### src/uoef_regs.vh
// register offsets, field positions, reset values and timing counts for the otg event flag block
`ifndef UOEF_REGS_VH
`define UOEF_REGS_VH
`define UOEF_ADDR_W 8
`define UOEF_OFS_FLAGS 8'h00
`define UOEF_BIT_ID 7
`define UOEF_BIT_TMR 6
`define UOEF_BIT_LST 5
`define UOEF_BIT_ACT 4
`define UOEF_BIT_SESV 3
`define UOEF_BIT_BVB 2
`define UOEF_BIT_AVB 0
`define UOEF_FLAGS_RST 8'h00
`define UOEF_FLAGS_MASK 8'hFD
`define UOEF_CLK_MHZ 100
`define UOEF_STABLE_US 1000
`define UOEF_STABLE_CYC (`UOEF_STABLE_US * `UOEF_CLK_MHZ)
`endif
### src/uoef_event_flags.v
// otg event flag register with hardware set and write-one-to-clear
`include "uoef_regs.vh"

// Functional notes
// - a change of the id input sets the id change flag in bit 7.
// - expiry of the one millisecond timer sets the timer flag in bit 6.
// - bit 5 is set when the line state has held for 1 ms and differs from the last recorded stable state.
// - a wake caused by activity on d+, d-, id or vbus sets the activity flag in bit 4.
// - vbus falling below the session end level sets the flag in bit 3.
// - a change on the session end comparator input sets the flag in bit 2.
// - a change on the session valid comparator input sets the flag in bit 0.
// - flags are set only by hardware, are readable, and a written one clears them.
// - bits 31 to 8 and bit 1 hold nothing and read as zero.
module uoef_event_flags #(
  parameter STABLE_CYC = `UOEF_STABLE_CYC
) (
  input wire core_clk,
  input wire rstn,
  input wire [`UOEF_ADDR_W-1:0] reg_addr,
  input wire [31:0] reg_wdata,
  input wire reg_wr,
  input wire reg_rd,
  output reg [31:0] reg_rdata,
  input wire id_in,
  input wire ms_timer_expired,
  input wire [1:0] line_state,
  input wire wake_activity,
  input wire session_end_in,
  input wire session_valid_in,
  output wire [7:0] flags
);

  reg [7:0] flags_q;
  reg [7:0] flags_d;
  reg id_q;
  reg sesend_q;
  reg sesvld_q;
  reg inputs_seen_q;
  reg [1:0] line_q;
  reg [1:0] line_rec_q;
  reg [31:0] stable_cnt_q;
  reg stable_done_q;
  reg [7:0] set_vec;
  reg [7:0] clr_vec;
  wire line_fire;

  // line counter restarts on any change; fires at most once per stable interval, and only if the state differs from the recorded one
  assign line_fire = (line_state == line_q) && !stable_done_q && (stable_cnt_q == STABLE_CYC - 1) &&
                     (line_state != line_rec_q);

  always @(posedge core_clk or negedge rstn)
  begin
    if (!rstn)
    begin
      line_q <= 2'h0;
      line_rec_q <= 2'h0;
      stable_cnt_q <= 32'h0;
      stable_done_q <= 1'b0;
    end
    else
    begin
      line_q <= line_state;
      if (line_state != line_q)
      begin
        stable_cnt_q <= 32'h0;
        stable_done_q <= 1'b0;
      end
      else if (!stable_done_q)
      begin
        if (stable_cnt_q == STABLE_CYC - 1)
        begin
          stable_done_q <= 1'b1;
          line_rec_q <= line_state;
        end
        else
          stable_cnt_q <= stable_cnt_q + 32'h1;
      end
    end
  end

  // previous comparator levels; first cycle after reset only captures them
  always @(posedge core_clk or negedge rstn)
  begin
    if (!rstn)
    begin
      id_q <= 1'b0;
      sesend_q <= 1'b0;
      sesvld_q <= 1'b0;
      inputs_seen_q <= 1'b0;
    end
    else
    begin
      id_q <= id_in;
      sesend_q <= session_end_in;
      sesvld_q <= session_valid_in;
      inputs_seen_q <= 1'b1;
    end
  end

  always @*
  begin
    set_vec = 8'h00;
    set_vec[`UOEF_BIT_ID] = inputs_seen_q && (id_in != id_q);
    set_vec[`UOEF_BIT_TMR] = ms_timer_expired;
    set_vec[`UOEF_BIT_LST] = line_fire;
    set_vec[`UOEF_BIT_ACT] = wake_activity;
    // session end rising means vbus dropped below the session end level
    set_vec[`UOEF_BIT_SESV] = inputs_seen_q && session_end_in && !sesend_q;
    set_vec[`UOEF_BIT_BVB] = inputs_seen_q && (session_end_in != sesend_q);
    set_vec[`UOEF_BIT_AVB] = inputs_seen_q && (session_valid_in != sesvld_q);
    clr_vec = 8'h00;
    if (reg_wr && reg_addr == `UOEF_OFS_FLAGS)
      clr_vec = reg_wdata[7:0];
    // set wins over clear so no event is lost
    flags_d = ((flags_q & ~clr_vec) | set_vec) & `UOEF_FLAGS_MASK;
  end

  always @(posedge core_clk or negedge rstn)
  begin
    if (!rstn)
      flags_q <= `UOEF_FLAGS_RST;
    else
      flags_q <= flags_d;
  end

  // read data valid the cycle after the strobe only; unmapped reads give zero
  always @(posedge core_clk or negedge rstn)
  begin
    if (!rstn)
      reg_rdata <= 32'h0000_0000;
    else if (reg_rd && reg_addr == `UOEF_OFS_FLAGS)
      reg_rdata <= {24'h000000, flags_q & `UOEF_FLAGS_MASK};
    else
      reg_rdata <= 32'h0000_0000;
  end

  assign flags = flags_q;

endmodule // uoef_event_flags

### config.mk
export PLATFORM = sky130hd
export DESIGN_NAME = uoef_event_flags
export DESIGN_NICKNAME = d
export VERILOG_FILES = /design/src/uoef_event_flags.v
export VERILOG_INCLUDE_DIRS = /design/src
export SDC_FILE = /design/constraint.sdc
export NUM_CORES = 1
export LEC_CHECK = 0
export BUFFER_PORTS_ARGS = -buffer_cell sky130_fd_sc_hd__buf_2
export CAP_MARGIN = 20
export CORE_UTILIZATION = 23
export CTS_BUF_LIST = sky130_fd_sc_hd__clkbuf_2 sky130_fd_sc_hd__clkbuf_4 sky130_fd_sc_hd__clkbuf_8
export DETAILED_ROUTE_END_ITERATION = 10
export PLACE_DENSITY = 0.5
export REMOVE_ABC_BUFFERS = 1
export SLEW_MARGIN = 20
export SYNTH_ARGS = -nofsm -noshare
export SYNTH_HDL_FRONTEND = slang
export SYNTH_SLANG_ARGS = --single-unit
### constraint.sdc
create_clock -name core_clk -period 1.75 [get_ports core_clk]
set_input_delay 0.2625 -clock core_clk [delete_from_list [all_inputs] [get_ports core_clk]]
set_output_delay 0.2625 -clock core_clk [all_outputs]
set_load 0.05 [all_outputs]
==> results by group, run 1 <==
Status
  • Run status: finished, violations left
  • Failing checks: negative setup slack

Synthesis
  • Synthesized flop and latch total: 55
  • Cells after synthesis: 296
  • Warning count from the yosys run: 0
  • Syn_area_per_cell: 9.81 um2
  • Synth cell types: 42
  • Register area share after synthesis: 47.4%
  • Netlist Area Pre-Place: 2900 um2

Global route
  • Initial antenna violation count: 0
  • Vias in the first global route: 2573
  • Largest net degree at the start of global routing: 21
  • Total congestion overflow: 0
  • Global-route wire length before repair: 12.6 mm
  • Tot GR Track Use: 12.1%

Clock network
  • H-tree depth: 2
  • Worst skew pair latency: 0.32 ns
  • CTS root buf: clkbuf_8
  • Worst-case clock buffer depth: 2
  • CTS tree: built
  • CTS buffer count: 5
  • Clock sinks: 55
  • CTS clk-pin slew, worst paths: 0.11 ns

Drt
  • Met2 WL: 3.77 mm
  • Met3 WL post-DR: 262 um
  • M1 wire length: 3.65 mm
  • Vias/cell: 4.34
  • Routed WL: 7.76 mm
  • Max layer used: met4
  • WL/cell: 13.3 um
  • DRC Markers: 0
  • Iter 0 DRT Violations: 96
  • DR vias: 2532
  • Detail Route Antenna Nets: 0
  • Drt pass-1 iters: 4

Setup path
  • CP cell instances: or4_1 -> nor4_4 -> a21oi_2 -> buf_4 -> nand4_1 -> mux2i_1
  • Slowest CP cell: or4_1
  • Arrival @ worst endpoint: 2.18 ns
  • CP Class: register to register
  • Worst Setup End Kind: register
  • CP max stage delay: 0.57 ns
  • Critical Path RT: 1.99 ns
  • Max FO, Critical Path: 3
  • Setup crit start kind: register

Die
  • Die X: 114 um
  • Die Y: 114 um
  • Row cnt: 40
  • DIE AREA: 13100 um2
  • Initial Util: 23.9%
  • Core Region: 12200 um2
  • Ports: 91

Layout
  • Fill count: 1218
  • Share of cells above drive strength 1: 40.1%
  • Core Util, Final: 34.3%
  • Diode count: 0
  • Syn-to-layout area delta: 43.6%
  • Final net count: 467

Timing
  • Hold_ws: 0.0730 ns
  • Period utilisation layout: 111%
  • Max Clk Rate: 516 MHz
  • Final setup violation count: 13
  • Max Slew Vio Count: 0
  • Final worst setup slack: -0.187 ns
  • Final hold violation count: 0
  • Clock Skew: 0.00683 ns
  • Tmin final: 1.94 ns
  • Unrepaired setup endpoints after global routing: true

Power and ir drop
  • Worst ir drop on vdd: 0.000381 V
  • Lkg Pwr: 1.98 nW
  • Pwr/cell area: 571 nW/um2

Placed design
  • Detailed Place HPWL: 5.46 mm
  • PortBufs: 39
  • GPL Wtd Cong: 0.774

Flow run
  • Max cap viols: 0

Worst hold path
  • Min-Delay Path Class: input pin to register
[per-stage QoR]
stage                     cell area [um2]  power [W]  TNS (ns)  setup WS [ns]  instances
after floorplan                      2750    0.00149    -0.914         -0.137        286
after global placement               3660    0.00159     -2.65         -0.255        559
after detailed placement             3660    0.00160     -3.46         -0.286        559
after CTS                            4070    0.00241     -1.18         -0.179        581
after global routing                 4170    0.00249     -2.73         -0.254        584
final                                4170    0.00238     -1.35         -0.187        584
[kinds of logic (layout without fill, tap and decap cells)]
kind of cell	Yosys count	count (layout)	share of synthesized area, %
flip-flops	55	55	47.4
multiplexers	6	6	2.15
adder cells (fa/ha/maj)	1	1	0.431
buffers and inverters	37	132	8.75
other	2	27	0.259
AND/OR/NAND/NOR	147	147	27.9
AO/OA/AOI/OAI	20	20	4.65
XOR/XNOR	28	28	8.44
[worst max-delay path, delay by kind of cell (launching register included)]
kind                   cells  cell delay (ns)
AO/OA/AOI/OAI              1             0.12
AND/OR/NAND/NOR            3             0.98
flip-flops                 1             0.40
multiplexers               1             0.21
buffers and inverters      1             0.15
[Yosys cell counts (all sizes together)]
cell type	instances	share of area [%]
nand2b	3	0.65
dfrtp	55	47
a41o	1	0.34
a21oi	5	0.86
inv	2	0.26
o21ai	4	0.69
nand4	21	4.7
and4	3	0.90
or3b	1	0.30
a31oi	1	0.22
xnor2	11	3.3
buf	30	7.8
o211ai	1	0.26
conb	2	0.26
nor2	29	3.8
and2	12	2.6
nor3	6	1.4
mux2i	4	1.4
mux2	2	0.78
nand3	11	2.1
a21o	2	0.52
ha	1	0.43
or4	7	1.8
xor2	17	5.1
nand2	28	3.6
a31o	1	0.30
nor4bb	1	0.34
nand4b	1	0.30
or3	4	0.86
o31ai	1	0.26
a22o	4	1.2
and3	7	1.5
clkbuf	5	0.65
nor4	13	3.0
[what timing repair did]
item                                    in CTS  in global routing
endpoints found under the setup margin      24                 20
gates resized for setup                     38                 18
pin swaps                                   37                 17
cloned                                       1                  0
hold endpoints to repair                    17                  0
buffers inserted                            14                  4
hold buffers                                 1                  0
[cell usage in the layout, fill, tap and decap left out, drive strengths merged, types with 2 or more instances in the layout]
cell / synthesis / routed
conb: 2 / 27
nand4: 21 / 21
and3: 7 / 7
or4: 7 / 7
a21oi: 5 / 5
buf: 30 / 121
nand3: 11 / 11
a21o: 2 / 2
nand2: 28 / 28
or3: 4 / 4
nand2b: 3 / 3
xor2: 17 / 17
mux2i: 4 / 4
clkbuf: 5 / 6
and4: 3 / 3
a22o: 4 / 4
nor4: 13 / 13
o21ai: 4 / 4
nor2: 29 / 29
dfrtp: 55 / 55
mux2: 2 / 2
nor3: 6 / 6
inv: 2 / 3
xnor2: 11 / 11
and2: 12 / 12
[registers in the layout, summed over array words and instances, names as in the netlist]
| register | count |
|---|---|
| stable_cnt_q | 32 |
| flags | 7 |
| inputs_seen_q | 1 |
| reg_rdata | 7 |
| line_q | 2 |
| id_q | 1 |
| line_rec_q | 2 |
| sesend_q | 1 |
| sesvld_q | 1 |
| stable_done_q | 1 |
[cell type report]
cell class	count	area, um2	share of cell area [%]
multi-input cells	229	1610	38.6
flip-flops and latches	55	1380	33.0
repair buffers	122	865	20.7
well taps	168	210	5.04
clock buffers	6	82.6	1.98
clock inverters	2	20.0	0.480
inverters	2	7.51	0.180
[path summary, 6_finish.rpt]
kind,from,to,slack (ns),depth (start not counted)
setup / recovery,stable_cnt_q[28]$_DFFE_PN0P_,stable_cnt_q[17]$_DFFE_PN0P_,-0.19,6
hold / removal,id_in,id_q$_DFF_PN0_,0.07,1
setup reg to reg,stable_cnt_q[28]$_DFFE_PN0P_,stable_cnt_q[17]$_DFFE_PN0P_,-0.19,6
hold reg to reg,sesend_q$_DFF_PN0_,flags[3]$_DFF_PN0_,0.49,1
max in group asynchronous,rstn,reg_rdata[7]$_DFF_PN0_,0.80,3
min in group asynchronous,rstn,flags[0]$_DFF_PN0_,0.42,2
[routing by layer]
| metal | track usage [%] | vias to the layer above |
|---|---|---|
| met4 | 2.68 | 0 |
| li1 | - | 1226 |
| met1 | 16.2 | 1229 |
| met2 | 20.3 | 69 |
| met3 | 2.38 | 8 |
| met5 | 0 | - |
[power breakdown]
| group | total (W) | internal (W) | switching (W) |
|---|---|---|---|
| Sequential | 0.00129 | 0.00128 | 0.00000945 |
| Clock | 0.000804 | 0.000335 | 0.000469 |
| Combinational | 0.000285 | 0.0000658 | 0.000220 |
Note: power is estimated with default switching activity, not from simulation.
==> run 2: changes to the inputs <==
- CORE_UTILIZATION: 23 -> 48
- PLACE_DENSITY: 0.5 -> 0.85
==> run 2 against run 1 <==
Die area shrank 51%. Cell area shrank 5.1%. First-iteration DRC count rose to 3.1 times the previous value. Worst hold slack worse by 0.0051 ns. The flow still finishes with violations (negative setup slack). Register-to-register slack got worse by 0.06 ns. Non-clock buffer count down 16. Global-route usage is 14 points higher. Via count rose by 6.7%. Clock-buffer cell count shrank 1. Cell count down 19%. Clock skew grew 0.0066 ns.
==> results by group, run 2 (synthesis gave the netlist of run 1 again) <==
Layout
  • Post-route cell area: 3960 um2
  • Commonest non-fill, non-tap cell in the layout: dfrtp_1
  • Commonest cells after routing, fill and taps aside: 55 x dfrtp_1, 54 x buf_4, 40 x buf_2
  • Share of cells above drive strength 1: 39.0%
  • Fill count: 370
  • Final net count: 451
  • Syn-to-layout area delta: 36.3%
  • Diode count: 0
  • Storage element area: 1380 um2
  • Largest Register: stable_cnt_q
  • Max FFs per register: 32
  • Multi-input logic area: 1640 um2

Global route
  • Initial antenna violation count: 0
  • Largest net degree at the start of global routing: 34
  • Tot GR Track Use: 25.9%
  • Total congestion overflow: 0
  • Global-route wire length before repair: 12.5 mm
  • Vias in the first global route: 2588

Drt
  • WL/cell: 17.7 um
  • Vias/cell: 5.72
  • Routed WL: 8.35 mm
  • Iter 0 DRT Violations: 296
  • DRC Markers: 0
  • Drt pass-1 iters: 6
  • Detail Route Antenna Nets: 0
  • DR vias: 2702

Power and ir drop
  • Sw Ratio: 30.0%
  • Internal power: 0.00165 W
  • Comb power frac: 12.0%
  • Pwr/cell area: 594 nW/um2
  • Seq pwr share: 54.9%
  • Net switching power: 0.000706 W
  • Worst ir drop on vdd: 0.000562 V
  • Total power: 0.00235 W
  • Clock power frac: 33.1%
  • Lkg Pwr: 1.90 nW

Timing
  • Tmin final: 2.00 ns
  • Clock Skew: 0.0134 ns
  • Final hold violation count: 0
  • Hold_ws: 0.0679 ns
  • Unrepaired setup endpoints after global routing: true
  • Period utilisation layout: 114%
  • Max Clk Rate: 500 MHz
  • Worst-margin pin slew: 0.548 ns
  • Final worst setup slack: -0.251 ns
  • Relative slew margins: 63.5%
  • Final setup violation count: 16
  • Max Slew Vio Count: 0

Setup path
  • Setup crit start kind: register
  • Crit path to: stable_cnt_q[17]$_DFFE_PN0P_
  • R2R Path Start: stable_cnt_q[21]$_DFFE_PN0P_
  • Worst Setup End Kind: register
  • Critical Path Start: stable_cnt_q[21]$_DFFE_PN0P_
  • Reg2Reg Setup Slack: -0.25 ns
  • RR Endpoint: stable_cnt_q[17]$_DFFE_PN0P_
  • Max FO, Critical Path: 3
  • Arrival @ worst endpoint: 2.25 ns
  • Cells on worst reg2reg path: 6
  • Critical Path RT: 2.00 ns
  • CP Class: register to register

Status
  • Run status: finished, violations left
  • Failing checks: negative setup slack

Worst hold path
  • Min-Delay Path Class: input pin to register

Clock network
  • CTS clk-pin slew, worst paths: 0.12 ns
  • CTS buffer count: 5
  • Worst-case clock buffer depth: 2
  • Worst skew pair latency: 0.33 ns
  • CTS root buf: clkbuf_8
  • CTS tree: built
  • Clock sinks: 55
  • H-tree depth: 2

Placed design
  • Area after DPL: 3430 um2
  • PortBufs: 39
  • GPL Wtd Cong: 0.973
  • Detailed Place HPWL: 5.07 mm
  • Pre-CTS setup slack: -0.177 ns

Flow run
  • Max cap viols: 0

Die
  • Row cnt: 27
  • DIE AREA: 6360 um2
  • Die X: 79.8 um
  • Initial Util: 51.2%
  • Core Region: 5680 um2
  • Die Y: 79.8 um
  • Ports: 91
[run 2: changes by cell type in the layout (fill, tap and decap cells not counted), sizes merged]
cell	previous run	this run
clkbuf	6	5
inv	3	5
buf	121	105
clkinv	1	0
[run 2: through the flow]
| stage | cells | utilization [%] | setup TNS (ns) |
|---|---|---|---|
| 4_1_cts | 463 | 65.6 | -1.17 |
| 6_report | 472 | 69.8 | -2.03 |
| 3_5_place_dp | 448 | 60.5 | -1.88 |
| 5_1_grt | 472 | 69.8 | -3.46 |
| 2_1_floorplan | 286 | - | -0.914 |
| 3_3_place_gp | 448 | 60.5 | -1.37 |
[run 2: cell type report]
class / count / share of cell area (%)
Timing Repair Buffer: 106 / 18.9
Clock buffer: 5 / 1.74
Clock inverter: 3 / 0.727
Inverter: 2 / 0.190
Multi-Input combinational cell: 229 / 41.4
Tap cell: 72 / 2.28
Sequential cell: 55 / 34.8
[run 2: routing by layer]
metal / vias to the layer above / routed length [um] / global-route usage [%]
li1: 1196 / - / -
met1: 1317 / 3070 / 32.2
met2: 147 / 4380 / 44.9
met3: 42 / 607 / 4.69
met4: 0 / 297 / 9.64
met5: - / 0 / 0
[run 2: what timing repair did]
action	in CTS	in global routing
pin swaps	18	27
cloned	1	0
buffers inserted	6	12
endpoints found under the setup margin	21	28
endpoints found under the hold margin	22	0
gates resized for setup	27	37
hold buffers	1	0
[run 2: how the worst min path moves through the flow]
stage	start	end	slack [ns]	cells past startpoint
floorplan	rstn	flags[0]$_DFF_PN0_	-0.03	0
global placement	rstn	stable_cnt_q[28]$_DFFE_PN0P_	0.26	1
detailed placement	rstn	stable_cnt_q[28]$_DFFE_PN0P_	0.28	1
CTS	id_in	id_q$_DFF_PN0_	0.07	1
global route	id_in	id_q$_DFF_PN0_	0.07	1
finish	id_in	id_q$_DFF_PN0_	0.07	1
[run 2: power groups by stage]
stage	clock (W)	sequential, W	combinational (W)
final	0.000778	0.00129	0.000283
after global routing	0.000823	0.00129	0.000304
after CTS	0.000770	0.00129	0.000276
after detailed placement	0	0.00131	0.000272
after global placement	0	0.00131	0.000267
after floorplan	0	0.00132	0.000169
[run 2: critical path, stage by stage, from the launching register on]
cell     delay, ns
dfrtp_1       0.40
or4_4         0.56
nor4_4        0.34
a21oi_2       0.15
buf_4         0.16
nand4_1       0.10
mux2i_1       0.21
==> run 3: changes to the inputs <==
- CORE_MARGIN: not set -> 10
- HOLD_SLACK_MARGIN: not set -> 0.06
- PLACE_DENSITY: 0.85 -> not set
- PLACE_DENSITY_LB_ADDON: not set -> 0.15
==> run 3 against run 2 <==
The run still ends with negative setup slack left. Register-to-register slack improved by 0.04 ns. Routed wire length decreased by 5.4%. Cell count increased by 0.64%. Clock power decreased by 0.8%. Maximum frequency increased by 1.9%. First-iteration DRC count decreased by 41%. Total power about the same. Non-clock buffer count unchanged. Clock-buffer cell count unchanged. Critical endpoint unchanged. Critical path type unchanged. Setup slack improved by 0.037 ns. Via count decreased by 4.2%.
==> results by group, run 3 (synthesis gave the netlist of run 1 again) <==
Die
  • DIE AREA: 9560 um2
  • Initial Util: 49.3%
  • Die Y: 97.8 um
  • Ports: 91
  • Row cnt: 28
  • Die X: 97.8 um
  • Core Region: 5890 um2

Power and ir drop
  • Pwr/cell area: 594 nW/um2
  • Worst ir drop on vdd: 0.000408 V
  • Lkg Pwr: 1.89 nW

Clock network
  • CTS buffer count: 5
  • Worst-case clock buffer depth: 2
  • CTS root buf: clkbuf_8
  • CTS clk-pin slew, worst paths: 0.11 ns
  • Clock sinks: 55
  • H-tree depth: 2
  • CTS tree: built
  • Worst skew pair latency: 0.32 ns

Timing
  • Final setup violation count: 13
  • Period utilisation layout: 112%
  • Max Slew Vio Count: 0
  • Unrepaired setup endpoints after global routing: true
  • Max Clk Rate: 509 MHz
  • Clock Skew: 0.00477 ns
  • Tmin final: 1.96 ns
  • Final hold violation count: 0
  • Final worst setup slack: -0.214 ns

Drt
  • Detail Route Antenna Nets: 0
  • Vias/cell: 5.45
  • Drt pass-1 iters: 4
  • Routed WL: 7.90 mm
  • DRC Markers: 0
  • DR vias: 2589
  • WL/cell: 16.6 um
  • Iter 0 DRT Violations: 175

Setup path
  • Buf+Inv Stages, Crit Path: 1
  • Critical Path RT: 1.99 ns
  • CP Class: register to register
  • CP cell instances: or4_4 -> nor4_4 -> a21oi_2 -> buf_4 -> nand4_1 -> mux2i_1
  • Slowest CP cell: or4_4
  • Setup crit start kind: register
  • Arrival @ worst endpoint: 2.21 ns
  • Delay-heaviest family, CP: simple AND/OR/NAND/NOR gates
  • Worst Setup End Kind: register
  • Max FO, Critical Path: 3
  • CP max stage delay: 0.54 ns

Placed design
  • Area after DPL: 3470 um2
  • PortBufs: 39
  • Detailed Place HPWL: 5.49 mm
  • GPL Wtd Cong: 0.902
  • Pre-CTS setup slack: -0.211 ns

Layout
  • Share of cells above drive strength 1: 37.3%
  • Storage element area: 1380 um2
  • Largest Register: stable_cnt_q
  • Diode count: 0
  • Commonest cells after routing, fill and taps aside: 55 x dfrtp_1, 53 x buf_4, 40 x buf_2
  • Max FFs per register: 32
  • Commonest non-fill, non-tap cell in the layout: dfrtp_1
  • Post-route cell area: 3960 um2
  • Fill count: 464
  • Syn-to-layout area delta: 36.2%
  • Multi-input logic area: 1630 um2
  • Final net count: 451

Status
  • Failing checks: negative setup slack
  • Run status: finished, violations left

Global route
  • Tot GR Track Use: 15.7%
  • Global-route wire length before repair: 12.7 mm
  • Largest net degree at the start of global routing: 56
  • Total congestion overflow: 0
  • Initial antenna violation count: 0
  • Vias in the first global route: 2580

Flow run
  • Max cap viols: 0

Worst hold path
  • Min-Delay Path Class: input pin to register
run 3: cell types whose count changed in the layout (fill, tap and decap cells not counted), moves of 3 or more:
cell,before,now
a21oi_2,4,1
nand3_2,4,1
nand3_1,7,10
a21oi_1,1,4
run 3: path summary, 6_finish.rpt:
| kind | startpoint | to | slack, ns | depth (start not counted) |
|---|---|---|---|---|
| min reg2reg | flags[4]$_DFF_PN0_ | flags[4]$_DFF_PN0_ | 0.50 | 1 |
| min in group asynchronous | rstn | stable_cnt_q[29]$_DFFE_PN0P_ | 0.46 | 3 |
| max | stable_cnt_q[13]$_DFFE_PN0P_ | stable_cnt_q[17]$_DFFE_PN0P_ | -0.21 | 6 |
| max reg2reg | stable_cnt_q[13]$_DFFE_PN0P_ | stable_cnt_q[17]$_DFFE_PN0P_ | -0.21 | 6 |
| max in group asynchronous | rstn | stable_cnt_q[7]$_DFFE_PN0P_ | 1.05 | 3 |
| min | session_valid_in | sesvld_q$_DFF_PN0_ | 0.06 | 1 |
run 3: through the flow:
stage	TNS [ns]	total power, W	std cells	hold slack, ns	util (%)
CTS	-0.935	0.00237	470	0.0619	64.5
finish	-1.42	0.00235	475	0.0649	67.2
global placement	-1.66	0.00158	455	0.280	58.9
floorplan	-0.914	0.00149	286	-0.0331	-
detailed placement	-1.85	0.00158	455	0.286	58.9
global route	-2.47	0.00245	475	0.0652	67.2
run 3: routing by layer:
| layer | share of wire (%) | GRT usage, % | routed length, um | vias up |
|---|---|---|---|---|
| met4 | 2.0 | 4.59 | 157 | 0 |
| met2 | 51 | 27.1 | 4060 | 97 |
| met5 | 0 | 0 | 0 | - |
| met1 | 39 | 18.8 | 3110 | 1279 |
| li1 | - | - | - | 1195 |
| met3 | 7.3 | 4.09 | 579 | 18 |
run 3: layout make-up:
cell class                      instances  share of cell area (%)
Clock inverter                          3                   0.727
Inverter                                2                   0.190
Multi-Input combinational cell        229                    41.2
Timing Repair Buffer                  106                    19.0
Sequential cell                        55                    34.8
Tap cell                               75                    2.37
Clock buffer                            5                    1.74
run 3: timing repair:
action | in CTS | in global routing
endpoints found under the setup margin | 19 | 30
endpoints found under the hold margin | 56 | 0
pin swaps | 22 | 18
gates resized for setup | 33 | 24
cloned | 1 | 0
hold buffers | 2 | 0
setup buffers | 4 | 5
run 3: power by group:
| part | total, W | leakage (nW) | switching (W) | internal, W |
|---|---|---|---|---|
| Combinational | 0.000287 | 1.12 | 0.000220 | 0.0000671 |
| Sequential | 0.00129 | 0.722 | 0.00000972 | 0.00128 |
| Clock | 0.000772 | 0.0511 | 0.000469 | 0.000303 |
| Total | 0.00235 | 1.89 | 0.000699 | 0.00165 |
